[src/include/crcg_pkg.sv]
// Purpose: Shared constants for the 16-bit CRC generator
// Assumes: Byte-wide processor writes, one clock domain
// Notes: Polynomial x^16 + x^12 + x^5 + 1
package crcg_pkg;
	localparam int CRC_W = 16;
	localparam int BYTE_W = 8;
	localparam logic [15:0] CRC_POLY = 16'h1021;
	localparam logic [15:0] CRC_RESET_VAL = 16'h0000;
	localparam int HI_LSB = 8;
	localparam int LO_LSB = 0;
	// Power modes seen by the generator
	typedef enum logic [1:0] {
		CRCG_RUN = 2'b00,
		CRCG_WAIT = 2'b01,
		CRCG_STOP_DEEP = 2'b10,
		CRCG_STOP_LIGHT = 2'b11
	} crcg_pmode_t;
	// Seed sequencing states
	typedef enum logic [0:0] {
		CRCG_SEQ_DATA = 1'b0,
		CRCG_SEQ_SEED_LO = 1'b1
	} crcg_seq_t;
endpackage

[src/hdl/crcg_byte_step.sv]
// Purpose: Combinational step of eight message bits into the CRC
// Assumes: Message bits enter most significant first
// Notes: Unrolled by a generate chain, no state
`timescale 1ns/1ns
module crcg_byte_step #(
	parameter int W = 16,
	parameter int N = 8,
	parameter logic [15:0] POLY = 16'h1021
) (
	input wire logic [W-1:0] crc_in,
	input wire logic [N-1:0] data_in,
	output logic [W-1:0] crc_out
);
	// Elaboration check
	if (W != 16) begin : g_bad_w
		$error("crcg_byte_step supports a 16-bit register only");
	end
	logic [W-1:0] stage [0:N];
	assign stage[0] = crc_in;
	// One bit per stage, feedback taps from the polynomial
	for (genvar i = 0; i < N; i++) begin : g_bit
		wire fb = stage[i][W-1] ^ data_in[N-1-i];
		assign stage[i+1] = {stage[i][W-2:0], 1'b0} ^
			(fb ? POLY : 16'h0000);
	end
	assign crc_out = stage[N];
endmodule

[src/hdl/crcg_top.sv]
// Purpose: CRC16 generator with byte ports for high and low halves
// Assumes: Write strobes come from logic on clk_sys
// Notes: Reads have no side effects; results valid cycle after write
`timescale 1ns/1ns
// Overview of operation
// Running result lives in a sixteen-bit shift register.
// Feedback taps follow x^16 + x^12 + x^5 + 1.
// CRC16 detects single, double, odd and most burst errors.
// Wait mode behaves exactly like run mode.
// Deep stop modes halt and return the generator to reset.
// Light stop mode freezes state and resumes unchanged afterward.
// High write loads bits 15-8, next low write loads bits 7-0.
// Later low writes shift eight data bits in, MSB first.
// Byte shift completes by the cycle after its write.
// Port reads return result halves directly, no side effects.
// Reset clears result and seed sequencing to data mode.
module crcg_top (
	input wire logic clk_sys,
	input wire logic rstn,
	input wire crcg_pkg::crcg_pmode_t pmode,
	input wire logic wr_high,
	input wire logic wr_low,
	input wire logic [crcg_pkg::BYTE_W-1:0] wr_data,
	output logic [crcg_pkg::BYTE_W-1:0] crc_high_byte_port,
	output logic [crcg_pkg::BYTE_W-1:0] crc_low_byte_port
);
	import crcg_pkg::*;

	// ************************************************
	// Helper functions
	// ************************************************
	// Byte halves of a result word, shared by update and ports
	function automatic logic [BYTE_W-1:0] hi_half(
		input logic [CRC_W-1:0] v
	);
		return v[CRC_W-1:HI_LSB];
	endfunction
	function automatic logic [BYTE_W-1:0] lo_half(
		input logic [CRC_W-1:0] v
	);
		return v[HI_LSB-1:LO_LSB];
	endfunction

	// ************************************************
	// Power mode decode
	// ************************************************
	wire deep_stop = (pmode == CRCG_STOP_DEEP);
	wire frozen = (pmode == CRCG_STOP_LIGHT);
	wire active = !deep_stop && !frozen;

	// ************************************************
	// State
	// ************************************************
	logic [CRC_W-1:0] crc_r, crc_nxt;
	crcg_seq_t seq_r, seq_nxt;
	logic [CRC_W-1:0] stepped;

	crcg_byte_step #(
		.W(CRC_W),
		.N(BYTE_W),
		.POLY(CRC_POLY)
	) u_step (
		.crc_in(crc_r),
		.data_in(wr_data),
		.crc_out(stepped)
	);

	// Constant term keeps every single-bit flip visible
	if (CRC_POLY[0] != 1'b1) begin : g_bad_poly
		$error("polynomial lacks its constant term");
	end

	// Next-state selection
	wire do_hi = active && wr_high;
	wire do_seed_lo = active && !wr_high && wr_low &&
		(seq_r == CRCG_SEQ_SEED_LO);
	wire do_data = active && !wr_high && wr_low &&
		(seq_r == CRCG_SEQ_DATA);
	always_comb begin
		crc_nxt = crc_r;
		seq_nxt = seq_r;
		if (deep_stop) begin
			crc_nxt = CRC_RESET_VAL;
			seq_nxt = CRCG_SEQ_DATA;
		end else if (do_hi) begin
			crc_nxt = {wr_data, lo_half(crc_r)};
			seq_nxt = CRCG_SEQ_SEED_LO;
		end else if (do_seed_lo) begin
			crc_nxt = {hi_half(crc_r), wr_data};
			seq_nxt = CRCG_SEQ_DATA;
		end else if (do_data) begin
			crc_nxt = stepped;
		end
	end

	// Register update
	always_ff @(posedge clk_sys) begin
		if (!rstn) begin
			crc_r <= CRC_RESET_VAL;
			seq_r <= CRCG_SEQ_DATA;
		end else begin
			crc_r <= crc_nxt;
			seq_r <= seq_nxt;
		end
	end

	// Read ports mirror the result register
	always_ff @(posedge clk_sys) begin
		if (!rstn) begin
			crc_high_byte_port <= hi_half(CRC_RESET_VAL);
			crc_low_byte_port <= lo_half(CRC_RESET_VAL);
		end else begin
			crc_high_byte_port <= hi_half(crc_nxt);
			crc_low_byte_port <= lo_half(crc_nxt);
		end
	end

	// ************************************************
	// Assertions
	// ************************************************
	property p_seed_hi;
		@(posedge clk_sys) disable iff (!rstn)
		do_hi |=> crc_high_byte_port == $past(wr_data);
	endproperty
	a_seed_hi: assert property (p_seed_hi)
		else $error("high seed byte not loaded");

	property p_seed_lo;
		@(posedge clk_sys) disable iff (!rstn)
		do_hi ##1 (do_seed_lo && !deep_stop) |=>
			crc_low_byte_port == $past(wr_data) &&
			$stable(crc_high_byte_port);
	endproperty
	a_seed_lo: assert property (p_seed_lo)
		else $error("low seed byte not loaded");

	property p_data_shift;
		@(posedge clk_sys) disable iff (!rstn)
		do_data |=> crc_r == $past(stepped);
	endproperty
	a_data_shift: assert property (p_data_shift)
		else $error("data byte not shifted");

	property p_ports_track;
		@(posedge clk_sys) disable iff (!rstn)
		##1 {crc_high_byte_port, crc_low_byte_port} == crc_r;
	endproperty
	a_ports_track: assert property (p_ports_track)
		else $error("read ports differ from result");

	property p_freeze;
		@(posedge clk_sys) disable iff (!rstn)
		frozen |=> $stable(crc_r) && $stable(seq_r);
	endproperty
	a_freeze: assert property (p_freeze)
		else $error("state changed in light stop");

	property p_deep;
		@(posedge clk_sys) disable iff (!rstn)
		deep_stop |=> crc_r == CRC_RESET_VAL &&
			seq_r == CRCG_SEQ_DATA;
	endproperty
	a_deep: assert property (p_deep)
		else $error("deep stop did not reset");

	property p_wait_works;
		@(posedge clk_sys) disable iff (!rstn)
		(pmode == CRCG_WAIT && wr_high) |=>
			seq_r == CRCG_SEQ_SEED_LO;
	endproperty
	a_wait_works: assert property (p_wait_works)
		else $error("wait mode ignored a write");

	property p_seed_one_shot;
		@(posedge clk_sys) disable iff (!rstn)
		do_seed_lo |=> seq_r == CRCG_SEQ_DATA;
	endproperty
	a_seed_one_shot: assert property (p_seed_one_shot)
		else $error("seed sequencing stuck");

	property p_hi_wins;
		@(posedge clk_sys) disable iff (!rstn)
		(active && wr_high && wr_low) |=>
			seq_r == CRCG_SEQ_SEED_LO &&
			crc_high_byte_port == $past(wr_data);
	endproperty
	a_hi_wins: assert property (p_hi_wins)
		else $error("low write not dropped under high write");

	property p_hi_keeps_lo;
		@(posedge clk_sys) disable iff (!rstn)
		do_hi |=> crc_low_byte_port == $past(crc_low_byte_port);
	endproperty
	a_hi_keeps_lo: assert property (p_hi_keeps_lo)
		else $error("high seed write disturbed low byte");

	property p_reset_state;
		@(posedge clk_sys)
		!rstn |=> crc_r == CRC_RESET_VAL &&
			seq_r == CRCG_SEQ_DATA &&
			crc_high_byte_port == hi_half(CRC_RESET_VAL) &&
			crc_low_byte_port == lo_half(CRC_RESET_VAL);
	endproperty
	a_reset_state: assert property (p_reset_state)
		else $error("reset did not clear the generator");

	property p_idle_hold;
		@(posedge clk_sys) disable iff (!rstn)
		(!wr_high && !wr_low && !deep_stop) |=>
			$stable(crc_r) && $stable(seq_r);
	endproperty
	a_idle_hold: assert property (p_idle_hold)
		else $error("result changed without a write");

	property p_wait_data;
		@(posedge clk_sys) disable iff (!rstn)
		(pmode == CRCG_WAIT && do_data) |=>
			crc_r == $past(stepped);
	endproperty
	a_wait_data: assert property (p_wait_data)
		else $error("wait mode ignored a data byte");

	c_seed_then_data: cover property (@(posedge clk_sys)
		do_hi ##1 do_seed_lo ##1 do_data);
	c_back_to_back: cover property (@(posedge clk_sys)
		do_data ##1 do_data);
	c_freeze_resume: cover property (@(posedge clk_sys)
		frozen ##1 !frozen ##0 do_data);
	c_wait_data: cover property (@(posedge clk_sys)
		pmode == CRCG_WAIT && do_data);
endmodule

[config.mk]
export PLATFORM = sky130hd
export DESIGN_NAME = crcg_top
export DESIGN_NICKNAME = d
export VERILOG_FILES = /design/src/include/crcg_pkg.sv /design/src/hdl/crcg_byte_step.sv /design/src/hdl/crcg_top.sv
export SDC_FILE = /design/constraint.sdc
export NUM_CORES = 1
export LEC_CHECK = 0
export BUFFER_PORTS_ARGS = -buffer_cell sky130_fd_sc_hd__buf_2
export CAP_MARGIN = 20
export CELL_PAD_IN_SITES_DETAIL_PLACEMENT = 1
export CELL_PAD_IN_SITES_GLOBAL_PLACEMENT = 2
export CORE_MARGIN = 1
export CORE_UTILIZATION = 31
export DETAILED_ROUTE_END_ITERATION = 6
export GPL_TIMING_DRIVEN = 1
export PLACE_DENSITY_LB_ADDON = 0.1
export SYNTH_ARGS = -nofsm -noshare
export SYNTH_HDL_FRONTEND = slang
export SYNTH_SLANG_ARGS = --single-unit
[constraint.sdc]
create_clock -name clk_sys -period 3 [get_ports clk_sys]
set_input_delay 0.6 -clock clk_sys [delete_from_list [all_inputs] [get_ports clk_sys]]
set_output_delay 0.6 -clock clk_sys [all_outputs]
set_load 0.1 [all_outputs]
==> impl_metrics.env, run 1 <==
export IMPL_core_sq_um=2850
export IMPL_yosysWarnings=0
export IMPL_clock_root_buffer="clkbuf_4"
export IMPL_final_setup_viol_count=0
export IMPL_synth_seq_cells=17
export IMPL_initial_core_util_pct=33.9
export IMPL_outcome="finished with violations"
export IMPL_syn_area_sq_um=968
export IMPL_place_congestion=0.672
export IMPL_hold_path_class="flop to flop"
export IMPL_report_final_slew_viol_count=0
export IMPL_synth_fp_nets=115
export IMPL_die_h_um=57.9
export IMPL_finalCritPeriodShare_pct=61.6
export IMPL_ant_nets=0
export IMPL_clock_path_buffers=2
export IMPL_syn_avg_cell_area_sq_um=9.59
export IMPL_remaining_drc_errors=2
export IMPL_die_area_sq_um=3350
export IMPL_row_count=19
export IMPL_vias=839
export IMPL_cts_tree="yes"
export IMPL_start_kind="flop"
export IMPL_post_cts_resized=0
export IMPL_holdWs_ns=0.490
export IMPL_cts_clk_slew_worst_paths_ns=0.11
export IMPL_final_seq_area_sq_um=340
export IMPL_antenna_cells=0
export IMPL_critPathKind="flop to flop"
export IMPL_p_per_area_nw_per_um2=553
export IMPL_final_cell_mix="29 x buf_2, 17 x dfxtp_1, 13 x xnor2_1, 11 x nor2_1, 9 x xor2_1"
export IMPL_final_area_sq_um=1170
export IMPL_finalHoldViolations=0
export IMPL_hpwlAfterDp_mm=1.93
export IMPL_grt_pass1_wl_mm=4.26
export IMPL_ios=30
export IMPL_grt_util_all_layers_pct=17.4
export IMPL_final_min_clock_period_ns=1.85
export IMPL_violations="design-rule violations"
export IMPL_antenna_found_initial=0
export IMPL_maxSlewHeadroom_pct=50.9
export IMPL_cts_hold_buffers_added=0
export IMPL_io_buffers=29
export IMPL_utilization_pct=41.0
export IMPL_vdd_drop_max_mv=0.174
export IMPL_worstPathArrival_ns=2.08
export IMPL_gr_total_overflow=0
export IMPL_rsz0062_at_grt="no"
export IMPL_p_leak_uw=0.000524
export IMPL_path_max_fanout=15
export IMPL_fmax_ghz=0.541
export IMPL_pre_cts_slack_ns=1.11
export IMPL_critPathRequiredTime_ns=3.23
export IMPL_finalNetCount=147
export IMPL_worst_pin_slew_ns=0.735
export IMPL_grt_max_degree=16
export IMPL_syn_inst=101
export IMPL_syn2layout_area_growth_pct=20.8
export IMPL_post_cts_buffers=0
export IMPL_maxCapViolations=0
export IMPL_end_kind="flop"
export IMPL_clkLatencyLatePin_ns=0.30
export IMPL_totalWireLength_mm=2.58
export IMPL_final_setup_tns_ns=0
export IMPL_routedWlPerCell_um=15.9
export IMPL_seq_area_frac_synth_pct=35.1
export IMPL_grt_pass1_vias=865
export IMPL_final_common_cell="buf_2"
export IMPL_finClkSkew_ns=0.00569
export IMPL_place_area_sq_um=1140
export IMPL_cts_htree_levels=1
export IMPL_drive_gt1_share_pct=28.0
export IMPL_multi_input_area_sq_um=616
export IMPL_setup_slack_ns=1.15
export IMPL_drt_pass1_iter_count=6
export IMPL_vias_per_cell=5.15
export IMPL_cts_buffers=3
export IMPL_clock_sinks=17
export IMPL_fill_cells=342
export IMPL_ys_types=23
export IMPL_first_iter_violations=30
export IMPL_dieWidth_um=57.9
[report_power, final]
part | internal [uW] | switching (uW) | total, uW
sequential | 239 | 16.6 | 255
combinational | 88.9 | 172 | 261
clock | 51.8 | 79.4 | 131
total | 379 | 268 | 647
[registers in the layout (all words and copies together) (netlist names)]
signal	count
crc_r	16
seq_r	1
[final cells by class]
| cell class | count | area share [%] |
|---|---|---|
| timing repair buffer | 29 | 12.4 |
| tap | 31 | 3.32 |
| multi-input combinational | 81 | 52.6 |
| sequential | 17 | 29.1 |
| inverter | 1 | 0.321 |
| clock buffer | 4 | 2.25 |
[stage by stage]
step | cells | power, uW
after floorplan | 101 | 470
after global placement | 159 | 520
after detailed placement | 159 | 523
after CTS | 163 | 654
after global routing | 163 | 681
final | 163 | 647
[synth_stat cells]
cell type / number / share of area (%)
dfxtp_1: 17 / 35
xnor2_1: 13 / 12
nor2_1: 11 / 4.3
xor2_1: 9 / 8.1
nand2_1: 8 / 3.1
a22oi_1: 5 / 3.9
o22ai_1: 5 / 3.2
nor2b_1: 4 / 2.6
o21ai_0: 4 / 2.1
o21ai_1: 4 / 2.1
a21oi_1: 3 / 1.5
a222oi_1: 3 / 3.1
xor2_2: 3 / 5.0
xor3_1: 3 / 7.4
a211oi_1: 1 / 0.78
buf_1: 1 / 0.39
buf_2: 1 / 0.52
inv_1: 1 / 0.39
mux2i_1: 1 / 1.0
nor3b_2: 1 / 1.3
o21a_1: 1 / 0.78
o21ai_2: 1 / 0.90
or2_1: 1 / 0.65
[worst paths after layout]
kind                            startpoint        to  slack [ns]  depth (start not counted)
worst min register to register    crc_r[5]  crc_r[5]        0.49                          2
worst max-delay path                 seq_r  crc_r[8]        1.15                          4
worst min-delay path              crc_r[5]  crc_r[5]        0.49                          2
worst max register to register       seq_r  crc_r[8]        1.15                          4
[metal layers]
layer  routed length (um)  vias to the layer above  part of all wire, %  track usage (%)
met5                    0                        -                    0                0
li1                     -                      414                    -                -
met3                  116                        6                  4.5             2.68
met1                 1240                      392                   48             23.4
met4                   47                        0                  1.8             8.16
met2                 1180                       27                   46             27.3
[kinds of logic after synthesis]
group / synth area share, %
xor gates and xnor gates: 32.3
AOI/OAI and AO/OA: 18.3
and+or+nand+nor: 11.9
DFF: 35.1
buffers and inverters: 1.29
muxes: 1.03
[critical path, stage by stage, from the launching register on]
cell	delay, ns
dfxtp_1	0.70
nor2b_1	0.10
o21ai_1	0.59
a22oi_1	0.20
o22ai_1	0.20
Note: power is estimated with default switching activity, not from simulation.
==> run 2: changes to the inputs <==
--- a/config.mk
+++ b/config.mk
@@ -10,7 +10,7 @@
 export CELL_PAD_IN_SITES_DETAIL_PLACEMENT = 1
 export CELL_PAD_IN_SITES_GLOBAL_PLACEMENT = 2
 export CORE_MARGIN = 1
-export CORE_UTILIZATION = 31
+export CORE_UTILIZATION = 26
 export DETAILED_ROUTE_END_ITERATION = 6
 export GPL_TIMING_DRIVEN = 1
 export PLACE_DENSITY_LB_ADDON = 0.1
==> constraint.sdc (replaced) <==
create_clock -name clk_sys -period 1.51 [get_ports clk_sys]
set_input_delay 0.302 -clock clk_sys [delete_from_list [all_inputs] [get_ports clk_sys]]
set_output_delay 0.302 -clock clk_sys [all_outputs]
set_load 0.1 [all_outputs]
==> run 2 against run 1 <==
Effect of this change: the flow now finishes without violations; largest cell class unchanged; die area is 19% higher; count of clock-buffer cells in the layout is the same; clock skew down 0.0017 ns; global-route usage fell by 2.3 points; combinational power is 110% higher; critical path depth is 1 higher; largest power group unchanged; highest routed layer unchanged; first-iteration DRC count down 20%; total power rose by 120%.
==> impl_metrics.env, run 2 (synthesis gave the netlist of run 1 again) <==
export IMPL_outcome="finished clean"
export IMPL_final_min_clock_period_ns=1.39
export IMPL_worstPathArrival_ns=1.53
export IMPL_place_congestion=0.684
export IMPL_antenna_cells=0
export IMPL_grt_pass1_wl_mm=4.50
export IMPL_crit_top_cell="xor2_1"
export IMPL_final_setup_viol_count=0
export IMPL_min_delay_start="wr_data[2]"
export IMPL_die_area_sq_um=3970
export IMPL_row_count=21
export IMPL_critPathMaxStageDelay_ns=0.36
export IMPL_cts_htree_levels=1
export IMPL_drt_pass1_iter_count=5
export IMPL_worst_pin_slew_ns=0.724
export IMPL_vias=886
export IMPL_ios=30
export IMPL_die_h_um=63.0
export IMPL_syn2layout_area_growth_pct=35.5
export IMPL_cts_tree="yes"
export IMPL_critPathTopFamily="XOR/XNOR gates"
export IMPL_vias_per_cell=4.79
export IMPL_gr_total_overflow=0
export IMPL_antenna_found_initial=0
export IMPL_clock_root_buffer="clkbuf_8"
export IMPL_start_kind="flop"
export IMPL_first_iter_violations=24
export IMPL_worst_hold_path_num_cells=3
export IMPL_final_cell_mix="29 x buf_2, 13 x xnor2_1, 11 x nor2_1, 9 x xor2_1, 8 x nand2_1"
export IMPL_cts_hold_buffers_added=0
export IMPL_dp_cells=181
export IMPL_largest_register="crc_r"
export IMPL_fin_cells=185
export IMPL_holdPathEnd="crc_r[10]"
export IMPL_reg2reg_from="crc_r[13]"
export IMPL_r2r_end="crc_r[13]"
export IMPL_p_total_uw=1400
export IMPL_r2r_setup_slack_ns=0.12
export IMPL_totalWireLength_mm=2.77
export IMPL_rsz0062_at_grt="no"
export IMPL_crit_buf_inv=1
export IMPL_routedWlPerCell_um=14.9
export IMPL_path_max_fanout=4
export IMPL_post_cts_buffers=0
export IMPL_clkLatencyLatePin_ns=0.25
export IMPL_final_area_sq_um=1310
export IMPL_finClkSkew_ns=0.00395
export IMPL_fmax_ghz=0.719
export IMPL_critPathKind="flop to flop"
export IMPL_finalHoldViolations=0
export IMPL_grt_util_all_layers_pct=15.1
export IMPL_largest_register_ffs=16
export IMPL_path_cells="xor2_2, buf_4, xor2_1, xor2_1, o22ai_1"
export IMPL_io_buffers=29
export IMPL_p_leak_uw=0.000577
export IMPL_end_kind="flop"
export IMPL_clock_sinks=17
export IMPL_grt_pass1_vias=872
export IMPL_critPathRequiredTime_ns=1.65
export IMPL_cts_clk_slew_worst_paths_ns=0.07
export IMPL_maxSlewHeadroom_pct=51.6
export IMPL_finalCritPeriodShare_pct=92.2
export IMPL_fill_cells=407
export IMPL_cts_buffers=3
export IMPL_finalNetCount=154
export IMPL_p_per_area_nw_per_um2=1070
export IMPL_drive_gt1_share_pct=40.3
export IMPL_hpwlAfterDp_mm=2.05
export IMPL_maxCapViolations=0
export IMPL_ant_nets=0
export IMPL_final_seq_area_sq_um=370
export IMPL_clock_path_buffers=2
export IMPL_hold_path_class="input port to flop"
export IMPL_worst_r2r_path_depth=5
export IMPL_report_final_slew_viol_count=0
export IMPL_grt_max_degree=15
export IMPL_vdd_drop_max_mv=0.662
export IMPL_cp_slowest_cell="dfxtp_4"
export IMPL_core_sq_um=3440
export IMPL_multi_input_area_sq_um=638
export IMPL_dieWidth_um=63.0
export IMPL_initial_core_util_pct=28.1
export IMPL_place_area_sq_um=1270
export IMPL_final_common_cell="buf_2"
export IMPL_reg_top3="crc_r (16), seq_r (1)"
export IMPL_post_cts_resized=0
export IMPL_remaining_drc_errors=0
## run 2: cell count changes in the layout (fill, tap and decap cells not counted), moves of 3 or more
cell      before  now
clkbuf_4       3    0
dfxtp_2        0    6
clkbuf_8       0    3
dfxtp_4        0    6
buf_4          0    7
dfxtp_1       17    5
## run 2: metrics by stage
stage               TNS, ns  worst slack, ns  hold WS, ns  utilization (%)
finish                    0            0.118        0.339             38.1
global route              0           0.0256        0.347             38.1
CTS                       0           0.0993        0.342             38.1
detailed placement        0           0.0331        0.470             36.8
global placement          0           0.0283        0.452             36.8
floorplan           -0.0258          -0.0258        0.451                -
## run 2: metal layers
layer  routed length, um  vias up  part of all wire (%)  global-route usage (%)
met2                1290       22                    47                    23.7
met1                1360      432                    49                    20.5
met3                  97        2                   3.5                    3.83
met5                   0        -                     0                       0
met4                  19        0                  0.69                    3.49
li1                    -      430                     -                       -
## run 2: how the worst max path moves through the flow
stage,start,to,cells past startpoint
floorplan,crc_r[9],crc_r[6],5
global placement,wr_data[6],crc_r[7],6
detailed placement,wr_data[5],crc_r[13],6
CTS,crc_r[13],crc_r[13],5
global route,crc_r[13],crc_r[13],5
finish,crc_r[13],crc_r[13],5
## run 2: worst register-to-register path: stages (launching register included)
cell     delay (ns)
dfxtp_4        0.36
xor2_2         0.21
buf_4          0.16
xor2_1         0.24
xor2_1         0.20
o22ai_1        0.10
## run 2: cell type report
type / count / share of cell area [%]
clock buffer: 4 / 3.43
inverter: 1 / 0.286
multi-input combinational: 81 / 48.6
sequential: 17 / 28.2
tap: 46 / 4.39
timing repair buffer: 36 / 15.1
## run 2: where the power goes
part	leakage, uW	switching [uW]	internal [uW]	total, uW
registers	0.000146	29.3	473	503
logic	0.000408	356	197	553
clock network	0.0000228	160	187	347
